[src/pgr_pkg.sv]
// Package for the power-good control, fault latch and soft reset bank.
// Assumes an 8-bit register port behind the serial host interface.
package pgr_pkg;

  // Number of monitored rails: buck a, buck b, linear 0, linear 1.
  localparam int unsigned PGR_RAILS = 4;

  // Register addresses.
  localparam logic [7:0] PGR_ADDR_CTRL1 = 8'h15;
  localparam logic [7:0] PGR_ADDR_CTRL2 = 8'h16;
  localparam logic [7:0] PGR_ADDR_FAULT = 8'h17;
  localparam logic [7:0] PGR_ADDR_RESET = 8'h18;
  localparam logic [7:0] PGR_ADDR_INT1  = 8'h19;
  localparam logic [7:0] PGR_ADDR_INT2  = 8'h1a;

  // First control register fields.
  localparam int unsigned PGR_C1_POL    = 7;
  localparam int unsigned PGR_C1_OD     = 6;
  localparam int unsigned PGR_C1_EN_LSB = 0;

  // Second control register fields.
  localparam int unsigned PGR_C2_TWARN = 2;
  localparam int unsigned PGR_C2_GATE  = 1;
  localparam int unsigned PGR_C2_MODE  = 0;
  localparam int unsigned PGR_C2_W     = 3;

  // Fault latch bit per rail.
  localparam int unsigned PGR_F_BUCK_A = 0;
  localparam int unsigned PGR_F_BUCK_B = 1;
  localparam int unsigned PGR_F_LIN0   = 2;
  localparam int unsigned PGR_F_LIN1   = 3;

  // Command and interrupt bits.
  localparam int unsigned PGR_RST_CMD  = 0;
  localparam int unsigned PGR_INT1_PG  = 7;
  localparam int unsigned PGR_INT2_RST = 0;

  // Values after reset.
  localparam logic [7:0]          PGR_CTRL1_RST = 8'h00;
  localparam logic [PGR_C2_W-1:0] PGR_CTRL2_RST = 3'h0;
  localparam logic [3:0]          PGR_FAULT_RST = 4'h0;

  // Reset and reload sequence.
  typedef enum logic [1:0] {
    PGR_SEQ_CLEAR,
    PGR_SEQ_LOAD,
    PGR_SEQ_RUN
  } pgr_seq_e;

endpackage : pgr_pkg

[src/pgr_rail_if.sv]
// Interface carrying rail status between the bank and the rail evaluator.
// Assumes all members are on the same clock as the register bank.
`timescale 1ns/1ps
interface pgr_rail_if #(
  parameter int unsigned RAILS = 4
);
  logic [RAILS-1:0] en;          // Rail monitored for power-good.
  logic [RAILS-1:0] valid;       // Synchronised live rail validity.
  logic [RAILS-1:0] started;     // Synchronised start-up done per rail.
  logic             cont_mode;   // Continuous mode selected.
  logic             run;         // Bank is out of its reset sequence.
  logic [RAILS-1:0] fail;        // Monitored rail invalid while evaluated.
  logic             live_good;   // All monitored rails valid.
  logic             window_open; // Evaluation not masked by gating.

  modport ctl  (output en, valid, started, cont_mode, run,
                input  fail, live_good, window_open);
  modport eval (input  en, valid, started, cont_mode, run,
                output fail, live_good, window_open);
endinterface : pgr_rail_if

[src/pgr_rail_eval.sv]
// Rail evaluator: turns rail validity and enables into fault and good terms.
// Assumes its inputs are already synchronised to the bank clock.
`timescale 1ns/1ps
module pgr_rail_eval
  import pgr_pkg::*;
(
  // Rail status from and to the bank
  pgr_rail_if.eval rail
);

  // gated masking window
  // Gated mode holds evaluation off until every monitored rail has come
  // up, so a slow start-up never latches a false fault.
  assign rail.window_open = rail.run &
                            (rail.cont_mode | (&(rail.started | ~rail.en)));

  assign rail.live_good = &(rail.valid | ~rail.en);

  assign rail.fail = rail.en & ~rail.valid &
                     {$bits(rail.fail){rail.window_open}};

endmodule : pgr_rail_eval

[src/pgr_bank.sv]
// Power-good control, per-rail fault latches and soft reset command bank.
// Assumes a register port already decoded from the serial host interface,
// analog rail and thermal flags arriving asynchronously, and an OTP
// reader that reports completion after a reload request.
`timescale 1ns/1ps
module pgr_bank
  import pgr_pkg::*;
#(
  parameter int unsigned RAILS = PGR_RAILS
)(
  // Clock and reset
  input  wire logic             clk_i,
  input  wire logic             rst_i,
  // Register port
  input  wire logic             wr_i,
  input  wire logic             rd_i,
  input  wire logic [7:0]       addr_i,
  input  wire logic [7:0]       wdata_i,
  output logic      [7:0]       rdata_o,
  output logic                  rvalid_o,
  // Analog status flags, asynchronous
  input  wire logic [RAILS-1:0] rail_valid_i,
  input  wire logic [RAILS-1:0] rail_started_i,
  input  wire logic             thermal_warn_i,
  // OTP reload
  input  wire logic [7:0]       otp_ctrl1_i,
  input  wire logic [2:0]       otp_ctrl2_i,
  input  wire logic             otp_done_i,
  output logic                  otp_reload_o,
  // Serial interface reset
  output logic                  i2c_reset_o,
  // Power-good pin
  output logic                  power_good_out_o,
  output logic                  power_good_out_oe_o
);

  // The bank's field layout is fixed at four rails.
  if (RAILS != PGR_RAILS) begin : g_bad_rails
    $error("pgr_bank supports exactly four rails");
  end

  localparam int unsigned SW = 2 * RAILS + 1;

  pgr_rail_if #(.RAILS(RAILS)) rail ();

  pgr_seq_e            state_q, state_d;
  logic [SW-1:0]       sync1_q, sync2_q;
  logic [7:0]          ctrl1_q;
  logic [PGR_C2_W-1:0] ctrl2_q;
  logic [RAILS-1:0]    fault_q, fault_d;
  logic                cmd_q, pg_int_q, rst_int_q, good_q;
  logic                pg_lvl_q, pg_oe_q;
  logic [7:0]          rdata_q;
  logic                rvalid_q;

  // Two-stage synchroniser for every analog flag; only stage two is read.
  always_ff @(posedge clk_i) begin
    if (rst_i) begin
      sync1_q <= '0;
      sync2_q <= '0;
    end else begin
      sync1_q <= {thermal_warn_i, rail_started_i, rail_valid_i};
      sync2_q <= sync1_q;
    end
  end

  wire logic [RAILS-1:0] valid_s   = sync2_q[RAILS-1:0];
  wire logic [RAILS-1:0] started_s = sync2_q[2*RAILS-1:RAILS];
  wire logic             twarn_s   = sync2_q[SW-1];

  // Rail evaluator hookup.
  assign rail.en        = ctrl1_q[PGR_C1_EN_LSB +: RAILS];
  assign rail.valid     = valid_s;
  assign rail.started   = started_s;
  assign rail.cont_mode = ctrl2_q[PGR_C2_MODE];
  assign rail.run       = (state_q == PGR_SEQ_RUN);

  pgr_rail_eval u_eval (
    .rail (rail)
  );

  // Write decode; writes during the reset sequence are dropped because
  // the registers are being rebuilt from OTP at that time.
  wire logic wr_ok    = wr_i & rail.run;
  wire logic wr_ctrl1 = wr_ok & (addr_i == PGR_ADDR_CTRL1);
  wire logic wr_ctrl2 = wr_ok & (addr_i == PGR_ADDR_CTRL2);
  wire logic wr_fault = wr_ok & (addr_i == PGR_ADDR_FAULT);
  wire logic wr_reset = wr_ok & (addr_i == PGR_ADDR_RESET);
  wire logic wr_int1  = wr_ok & (addr_i == PGR_ADDR_INT1);
  wire logic wr_int2  = wr_ok & (addr_i == PGR_ADDR_INT2);

  wire logic soft_req = wr_reset & wdata_i[PGR_RST_CMD];

  // Power-good evaluation.
  // live or latched-fault source
  wire logic src_good   = ctrl2_q[PGR_C2_GATE] ? ~(|fault_q)
                                               : rail.live_good;
  wire logic twarn_kill = ctrl2_q[PGR_C2_TWARN] & twarn_s;
  wire logic good_d     = rail.window_open & src_good & ~twarn_kill;
  wire logic pg_lvl_d   = good_d ^ ctrl1_q[PGR_C1_POL];

  // Fault latches: a new fault wins over a clear in the same cycle.
  // clear only while valid
  wire logic [RAILS-1:0] clr_ok = {RAILS{wr_fault}} &
                                  wdata_i[RAILS-1:0] & valid_s;
  assign fault_d = (fault_q & ~clr_ok) | rail.fail;

  // Sequencer: clear registers, reload OTP, then run.
  always_comb begin
    state_d = state_q;
    case (state_q)
      PGR_SEQ_CLEAR: state_d = PGR_SEQ_LOAD;
      PGR_SEQ_LOAD:  if (otp_done_i) state_d = PGR_SEQ_RUN;
      PGR_SEQ_RUN:   if (cmd_q) state_d = PGR_SEQ_CLEAR;
      default:       state_d = PGR_SEQ_CLEAR;
    endcase
  end

  assign otp_reload_o = (state_q == PGR_SEQ_CLEAR);
  assign i2c_reset_o  = (state_q == PGR_SEQ_CLEAR);

  always_ff @(posedge clk_i) begin
    if (rst_i) begin
      state_q <= PGR_SEQ_CLEAR;
    end else begin
      state_q <= state_d;
    end
  end

  // Control registers; the OTP image is taken once the reload finishes.
  always_ff @(posedge clk_i) begin
    if (rst_i || state_q == PGR_SEQ_CLEAR) begin
      ctrl1_q <= PGR_CTRL1_RST;
      ctrl2_q <= PGR_CTRL2_RST;
    end else if (state_q == PGR_SEQ_LOAD && otp_done_i) begin
      ctrl1_q <= otp_ctrl1_i;
      ctrl2_q <= otp_ctrl2_i;
    end else begin
      if (wr_ctrl1) ctrl1_q <= wdata_i;
      if (wr_ctrl2) ctrl2_q <= wdata_i[PGR_C2_W-1:0];
    end
  end

  always_ff @(posedge clk_i) begin
    if (rst_i || state_q == PGR_SEQ_CLEAR) begin
      fault_q <= PGR_FAULT_RST;
    end else begin
      fault_q <= fault_d;
    end
  end

  // command self-clears
  // The bit stands one cycle, then the sequencer has taken it.
  always_ff @(posedge clk_i) begin
    if (rst_i) begin
      cmd_q <= 1'b0;
    end else begin
      cmd_q <= soft_req;
    end
  end

  // Interrupt flags; set wins over a write-one clear.
  // reset-occurred flag
  // The soft reset sets this flag so software can see why it restarted.
  always_ff @(posedge clk_i) begin
    if (rst_i) begin
      rst_int_q <= 1'b0;
      pg_int_q  <= 1'b0;
      good_q    <= 1'b0;
    end else begin
      good_q <= good_d;
      if (state_q == PGR_SEQ_CLEAR) begin
        rst_int_q <= 1'b1;
        pg_int_q  <= 1'b0;
      end else begin
        if (wr_int2 && wdata_i[PGR_INT2_RST]) rst_int_q <= 1'b0;
        if (good_q && !good_d) begin
          pg_int_q <= 1'b1;
        end else if (wr_int1 && wdata_i[PGR_INT1_PG]) begin
          pg_int_q <= 1'b0;
        end
      end
    end
  end

  // Pin driver: push-pull drives both levels, open-drain only pulls low.
  always_ff @(posedge clk_i) begin
    if (rst_i) begin
      pg_lvl_q <= 1'b0;
      pg_oe_q  <= 1'b0;
    end else begin
      pg_lvl_q <= ctrl1_q[PGR_C1_OD] ? 1'b0 : pg_lvl_d;
      pg_oe_q  <= ctrl1_q[PGR_C1_OD] ? ~pg_lvl_d : 1'b1;
    end
  end

  assign power_good_out_o    = pg_lvl_q;
  assign power_good_out_oe_o = pg_oe_q;

  // Read mux; unmapped addresses and reserved bits read as zero, except ctrl1 bits 5:4, which read as written.
  logic [7:0] rmux;
  always_comb begin
    rmux = 8'h00;
    if (addr_i == PGR_ADDR_CTRL1) begin
      rmux = ctrl1_q;
    end else if (addr_i == PGR_ADDR_CTRL2) begin
      rmux[PGR_C2_W-1:0] = ctrl2_q;
    end else if (addr_i == PGR_ADDR_FAULT) begin
      rmux[RAILS-1:0] = fault_q;
    end else if (addr_i == PGR_ADDR_RESET) begin
      rmux[PGR_RST_CMD] = cmd_q;
    end else if (addr_i == PGR_ADDR_INT1) begin
      rmux[PGR_INT1_PG] = pg_int_q;
    end else if (addr_i == PGR_ADDR_INT2) begin
      rmux[PGR_INT2_RST] = rst_int_q;
    end
  end

  always_ff @(posedge clk_i) begin
    if (rst_i) begin
      rdata_q  <= 8'h00;
      rvalid_q <= 1'b0;
    end else begin
      rvalid_q <= rd_i;
      if (rd_i) rdata_q <= rmux;
    end
  end

  assign rdata_o  = rdata_q;
  assign rvalid_o = rvalid_q;

endmodule : pgr_bank

[config.mk]
export PLATFORM = sky130hd
export DESIGN_NAME = pgr_bank
export DESIGN_NICKNAME = d
export VERILOG_FILES = /design/src/pgr_pkg.sv /design/src/pgr_rail_if.sv /design/src/pgr_rail_eval.sv /design/src/pgr_bank.sv
export SDC_FILE = /design/constraint.sdc
export NUM_CORES = 1
export LEC_CHECK = 0
export ABC_AREA = 1
export BUFFER_PORTS_ARGS = -buffer_cell sky130_fd_sc_hd__buf_2
export CAP_MARGIN = 20
export CORE_MARGIN = 4
export CORE_UTILIZATION = 45
export DETAILED_ROUTE_END_ITERATION = 12
export PLACE_DENSITY_LB_ADDON = 0.15
export SETUP_SLACK_MARGIN = 0.02
export SLEW_MARGIN = 20
export SYNTH_ARGS = -nofsm -noshare
export SYNTH_HDL_FRONTEND = slang
export SYNTH_HIERARCHICAL = 1
export SYNTH_SLANG_ARGS = --single-unit
[constraint.sdc]
create_clock -name clk_i -period 1.75 [get_ports clk_i]
set_input_delay 0.175 -clock clk_i [delete_from_list [all_inputs] [get_ports clk_i]]
set_output_delay 0.175 -clock clk_i [all_outputs]
set_load 0.05 [all_outputs]
Word-level counts from Yosys, hierarchy flattened:

Index checks and enable logic that the tools add are counted.

* mux-type cells: 27
* equality and inequality tests: 10
* reduce and logical (&&, ||, !) cells: 17
* bitwise logic cells: 28

Operators by type and width (count)
* $eq 8x5->1 const B: 6
* $and 4x4->4: 5
* $mux 1: 16
* $mux 8: 2
* $mux 3: 5
* $and 1x1->1: 12
* $not 4->4: 3
* $or 4x4->4: 3
* $reduce_and 4->1: 2
* $reduce_bool 2->1: 4
* $pmux 2 s3: 1
* $logic_and 1x1->1: 4
* $mux 2: 2
* $mux 4: 1
* $reduce_or 2->1: 2
* $reduce_or 4->1: 1
* $not 1->1: 3
* $eq 2x1->1 const B: 1
* $eq 2x2->1 const B: 1
* $logic_not 2->1: 1
* $ne 2x1->1 const B: 1
* $ne 2x2->1 const B: 1
* $reduce_and 2->1: 1
* $logic_not 1->1: 1
* 3 further kinds: 3

* word-level logic and storage cells: 96
* flip-flop bits (word level): 50
* output and inout bits: 13

Depth between registers and ports, before layout:

* depth in word-level cells: 10
* mapped depth: 10
* depth with buffers taken out: 10

Cells and area by module:

Netlist, hierarchy kept.

Modules (own cells, without submodules)
* pgr_bank: times used 1, seq. area each 1001.0 µm², area an instance 2042.0 µm², cells each 274
* pgr_rail_eval: times used 1, seq. area each 0.0 µm², area an instance 122.6 µm², cells each 31

Least setup slack after synthesis:

Ideal clock, no wire load.

* path kind: reg-to-reg
* from: register state_q[0]
* to: register ctrl2_q[2]
* data required time: 1.627 ns
* arrival: 1.581 ns
* cell stages (with the launch flop): 6
* slack: 0.046 ns
* path buffers: 1
* library setup time: 0.123 ns
* cells stage by stage: dfxtp_1 -> nor2_1 -> nor2_1 -> buf_2 -> o21ai_0 -> a31oi_1

RTL lines
* start: declaration: RTL line pgr_bank.sv:46 `pgr_seq_e state_q, state_d;`
* start signal: assignment: RTL line pgr_bank.sv:126 `state_q <= state_d;`
* $logic_not 2->1
* named net i2c_reset_o: RTL line pgr_bank.sv:31 `output logic i2c_reset_o,`
* $logic_or 1x1->1: RTL line pgr_bank.sv:132 `if (rst_i || state_q == PGR_SEQ_CLEAR) begin`
* end signal: assignment: RTL line pgr_bank.sv:137 `ctrl2_q <= otp_ctrl2_i;`
* end signal: assignment: RTL line pgr_bank.sv:140 `if (wr_ctrl2) ctrl2_q <= wdata_i[PGR_C2_W-1:0];`
* end: declaration: RTL line pgr_bank.sv:49 `logic [PGR_C2_W-1:0] ctrl2_q;`

The timed path passes the listed nets, and every way through them passes these cells.
A chain may end at the register's enable or synchronous reset.

Worst setup path in the final report:

* from: register state_q[0]
* to: output port otp_reload_o

* cells in the longest elaborated chain, start to end: 1

RTL lines
* $logic_not 2->1: RTL line pgr_bank.sv:119 `assign otp_reload_o = (state_q == PGR_SEQ_CLEAR);`
* end: declaration: RTL line pgr_bank.sv:29 `output logic otp_reload_o,`

No other way between the ends.

==> run metrics <==
Seq cells post-synth 50; via count about 2000; first drt pass iteration count 4; row count 24; DRC 0; GRT Util Overall between 10% and 20%; Hold-fix buffers, CTS 0; Synth Area in Compound Gates between 10% and 20%; slowest CP cell dfxtp_1; core footprint around 0.0045 mm2; Hold Vio Cnt, Final 0; worst setup margin between 150 and 200 ps; critical path class reg2out; crit end category primary output; initial antenna violation count 0; Critical R2R Capture ctrl1_q[3]; DIE HEIGHT approximately 77 um; CTS tree yes; Post-Synth XOR/XNOR Area less than 1%; Post-Syn Instances 305; clk buf depth 2; initial core utilization slightly below 50%; Hold Crit Class in2reg; WP buf/inv 1; relative slew slack approximately three quarters; unrepaired setup endpoints after global routing false; Simple-Gate Fraction of Synth Area 28.03%; register area share after synthesis 46.24%; Layout area overhead 18.73%; r2r startpoint state_q[1]; Cell Pwr Density 874.8 mW/mm2; Synth cell types 29; reg2reg setup slack 200 ps; CTS H-tree depth 2; # setup viols final 0; setup_tns 0 ps; fmax between 0.6 and 0.7 GHz; register area roughly 0.001 mm2; minimum clock period after layout around 1600 ps; final core occ between 50% and 60%; pre-CTS setup slack approximately 170 ps; outcome completed; worst r2r path cells 9; die width 77.36 um; Post-Syn Nets between 300 and 400; largest family of logic cells by synthesized area simple AND/OR/NAND/NOR gates; GP Congestion approximately 0.94; Tightest Pin Transition ~360 ps; Critical Path AT about 1400 ps; Final Cycle Share between 80% and 90%; Max Slew Vio Count 0; CP Max Fanout 7; # Post-CTS Setup Buffers 0; synthesis warning total 6; Post-Route WL roughly 5000 um; drt wl/cell about 12 um; Multi-input gate area ~900 um2; Hold Path End sync1_q[4]; vias in the first global route about 1800; Leakage approximately 1.2 nW; insertion delay to the later sink of the worst-skew pair just over 300 ps; delay-heaviest family, CP flip-flops; Worst path depth 2; total CTS buffers 5; skew final roughly 7.5 ps; post-synthesis adder-cell area fraction 0%; fill cell count approximately 450; Die ar. around 0.0060 mm2; DPL Wire Length approximately 3900 um; Mapped Area around 0.0022 mm2; Startpoint Class register; antenna-violating nets left 0; layout cell share with drive strength beyond 1 22.16%; syn avg cell area a little over 7 um2; CTS Root Cell clkbuf_8; hold path start rail_started_i[0]; largest net degree at the start of global routing 21; # diodes 0; Vias/cell around 5; I/O pin total 54; mux share of post-synthesis cell area about 3%; Clock Pin Slew Worst Setup and Hold Paths roughly 90 ps; CP Cell Sequence nor2_1 > buf_2; worst endpoint required time approximately 1600 ps; remaining global-route overflow 0; Hold Path Depth 3; Max Cap Viol 0; CTS resizes 0; worst ir drop on vdd 0.5089 mV; crit-path max cell delay ~400 ps; Clock Sinks 50; I/O Buffers 53; global-route wire length before repair roughly 8400 um; final net count 401; initial DRC count 90
==> metrics by stage <==
step / power [W] / cell area, um2 / hold slack (ps) / cells
global placement: 0.001558 / 2471 / 372.5 / 405
floorplan: 0.001454 / 2165 / 282.0 / 305
detailed placement: 0.001559 / 2471 / 380.7 / 405
CTS: 0.002276 / 2570 / 48.59 / 413
finish: 0.002248 / 2570 / 57.60 / 413
global route: 0.002367 / 2570 / 55.14 / 413
==> layout make-up <==
type                            count  share of cell area (%)
Clock buffer                        6                   3.213
Sequential cell                    50                   38.95
Inverter                           57                   8.325
Timing Repair Buffer               55                   10.91
Multi-Input combinational cell    191                   35.44
Tap cell                           52                   2.532
Clock inverter                      2                  0.6329
==> layer usage <==
| layer | GRT usage (%) | wire [um] | part of all wire (%) |
|---|---|---|---|
| met4 | 6.228 | 106 | 2.1 |
| met3 | 4.977 | 310 | 6.2 |
| met1 | 23.36 | 2361 | 47 |
| met5 | 0 | 0 | 0 |
| met2 | 26.34 | 2207 | 44 |
==> Yosys cell counts, drive strengths merged <==
| cell | n | area (um2) |
|---|---|---|
| nand3 | 18 | 102.6 |
| nor3 | 1 | 5.000 |
| o21bai | 1 | 7.510 |
| buf | 3 | 23.77 |
| inv | 57 | 214.0 |
| a31oi | 4 | 25.02 |
| or2 | 2 | 12.51 |
| o211ai | 1 | 7.510 |
| clkbuf | 4 | 15.01 |
| nor2 | 71 | 276.5 |
| mux2 | 5 | 63.81 |
| nand4 | 4 | 25.02 |
| nand2 | 45 | 178.9 |
| nor4 | 1 | 6.260 |
| a21oi | 11 | 55.05 |
| xor2 | 1 | 8.760 |
| a41oi | 1 | 8.760 |
| o21ai | 24 | 120.1 |
| dfxtp | 50 | 1001 |
| a211oi | 1 | 7.510 |
==> state kept, by name, summed over array words and instances (netlist names) <==
register	flops
state_q	2
cmd_q	1
good_q	1
sync2_q	9
rst_int_q	1
fault_q	4
power_good_out_oe_o	1
ctrl1_q	8
power_good_out_o	1
pg_int_q	1
ctrl2_q	3
sync1_q	9
rdata_o	8
rvalid_o	1
==> worst max-delay path by stage <==
| stage | startpoint | to | slack (ps) |
|---|---|---|---|
| 3_5_place_dp | addr_i[5] | ctrl1_q[3] | 170 |
| 4_1_cts | state_q[0] | i2c_reset_o | 170 |
| 6_report | state_q[0] | otp_reload_o | 180 |
| 2_1_floorplan | state_q[0] | ctrl2_q[2] | 50 |
| 5_1_grt | state_q[1] | ctrl1_q[3] | 60 |
| 3_3_place_gp | addr_i[5] | ctrl1_q[3] | 150 |
==> worst reg2reg max path: cells and delay by family, from the launching register on <==
kind / cells / cell delay, ps
buffers and inverters: 3 / 360
DFF: 1 / 350
and+or+nand+nor: 6 / 740
==> cells by family after synthesis <==
logic type,after synthesis
AOI/OAI and AO/OA,43
muxes,5
buffers and inverters,64
DFF,50
and+or+nand+nor,142
xor gates and xnor gates,1
==> cells in the final DEF (no fill, tap or decap), types with 3 or more instances in the layout <==
master / instances
a21oi_1: 11
a31oi_1: 4
buf_2: 53
clkbuf_8: 6
dfxtp_1: 50
inv_1: 54
inv_2: 3
mux2_2: 3
nand2_1: 41
nand2_2: 4
nand3_1: 17
nand4_1: 4
nor2_1: 69
o21ai_0: 23
==> power breakdown <==
group	leakage (nW)	switching (W)	internal (W)
Sequential	0.410	0.0000257	0.00119
Clock	0.0478	0.000391	0.000326
Combinational	0.784	0.000210	0.000111
Total	1.24	0.000626	0.00162
Power figures use the tool's default switching activity.
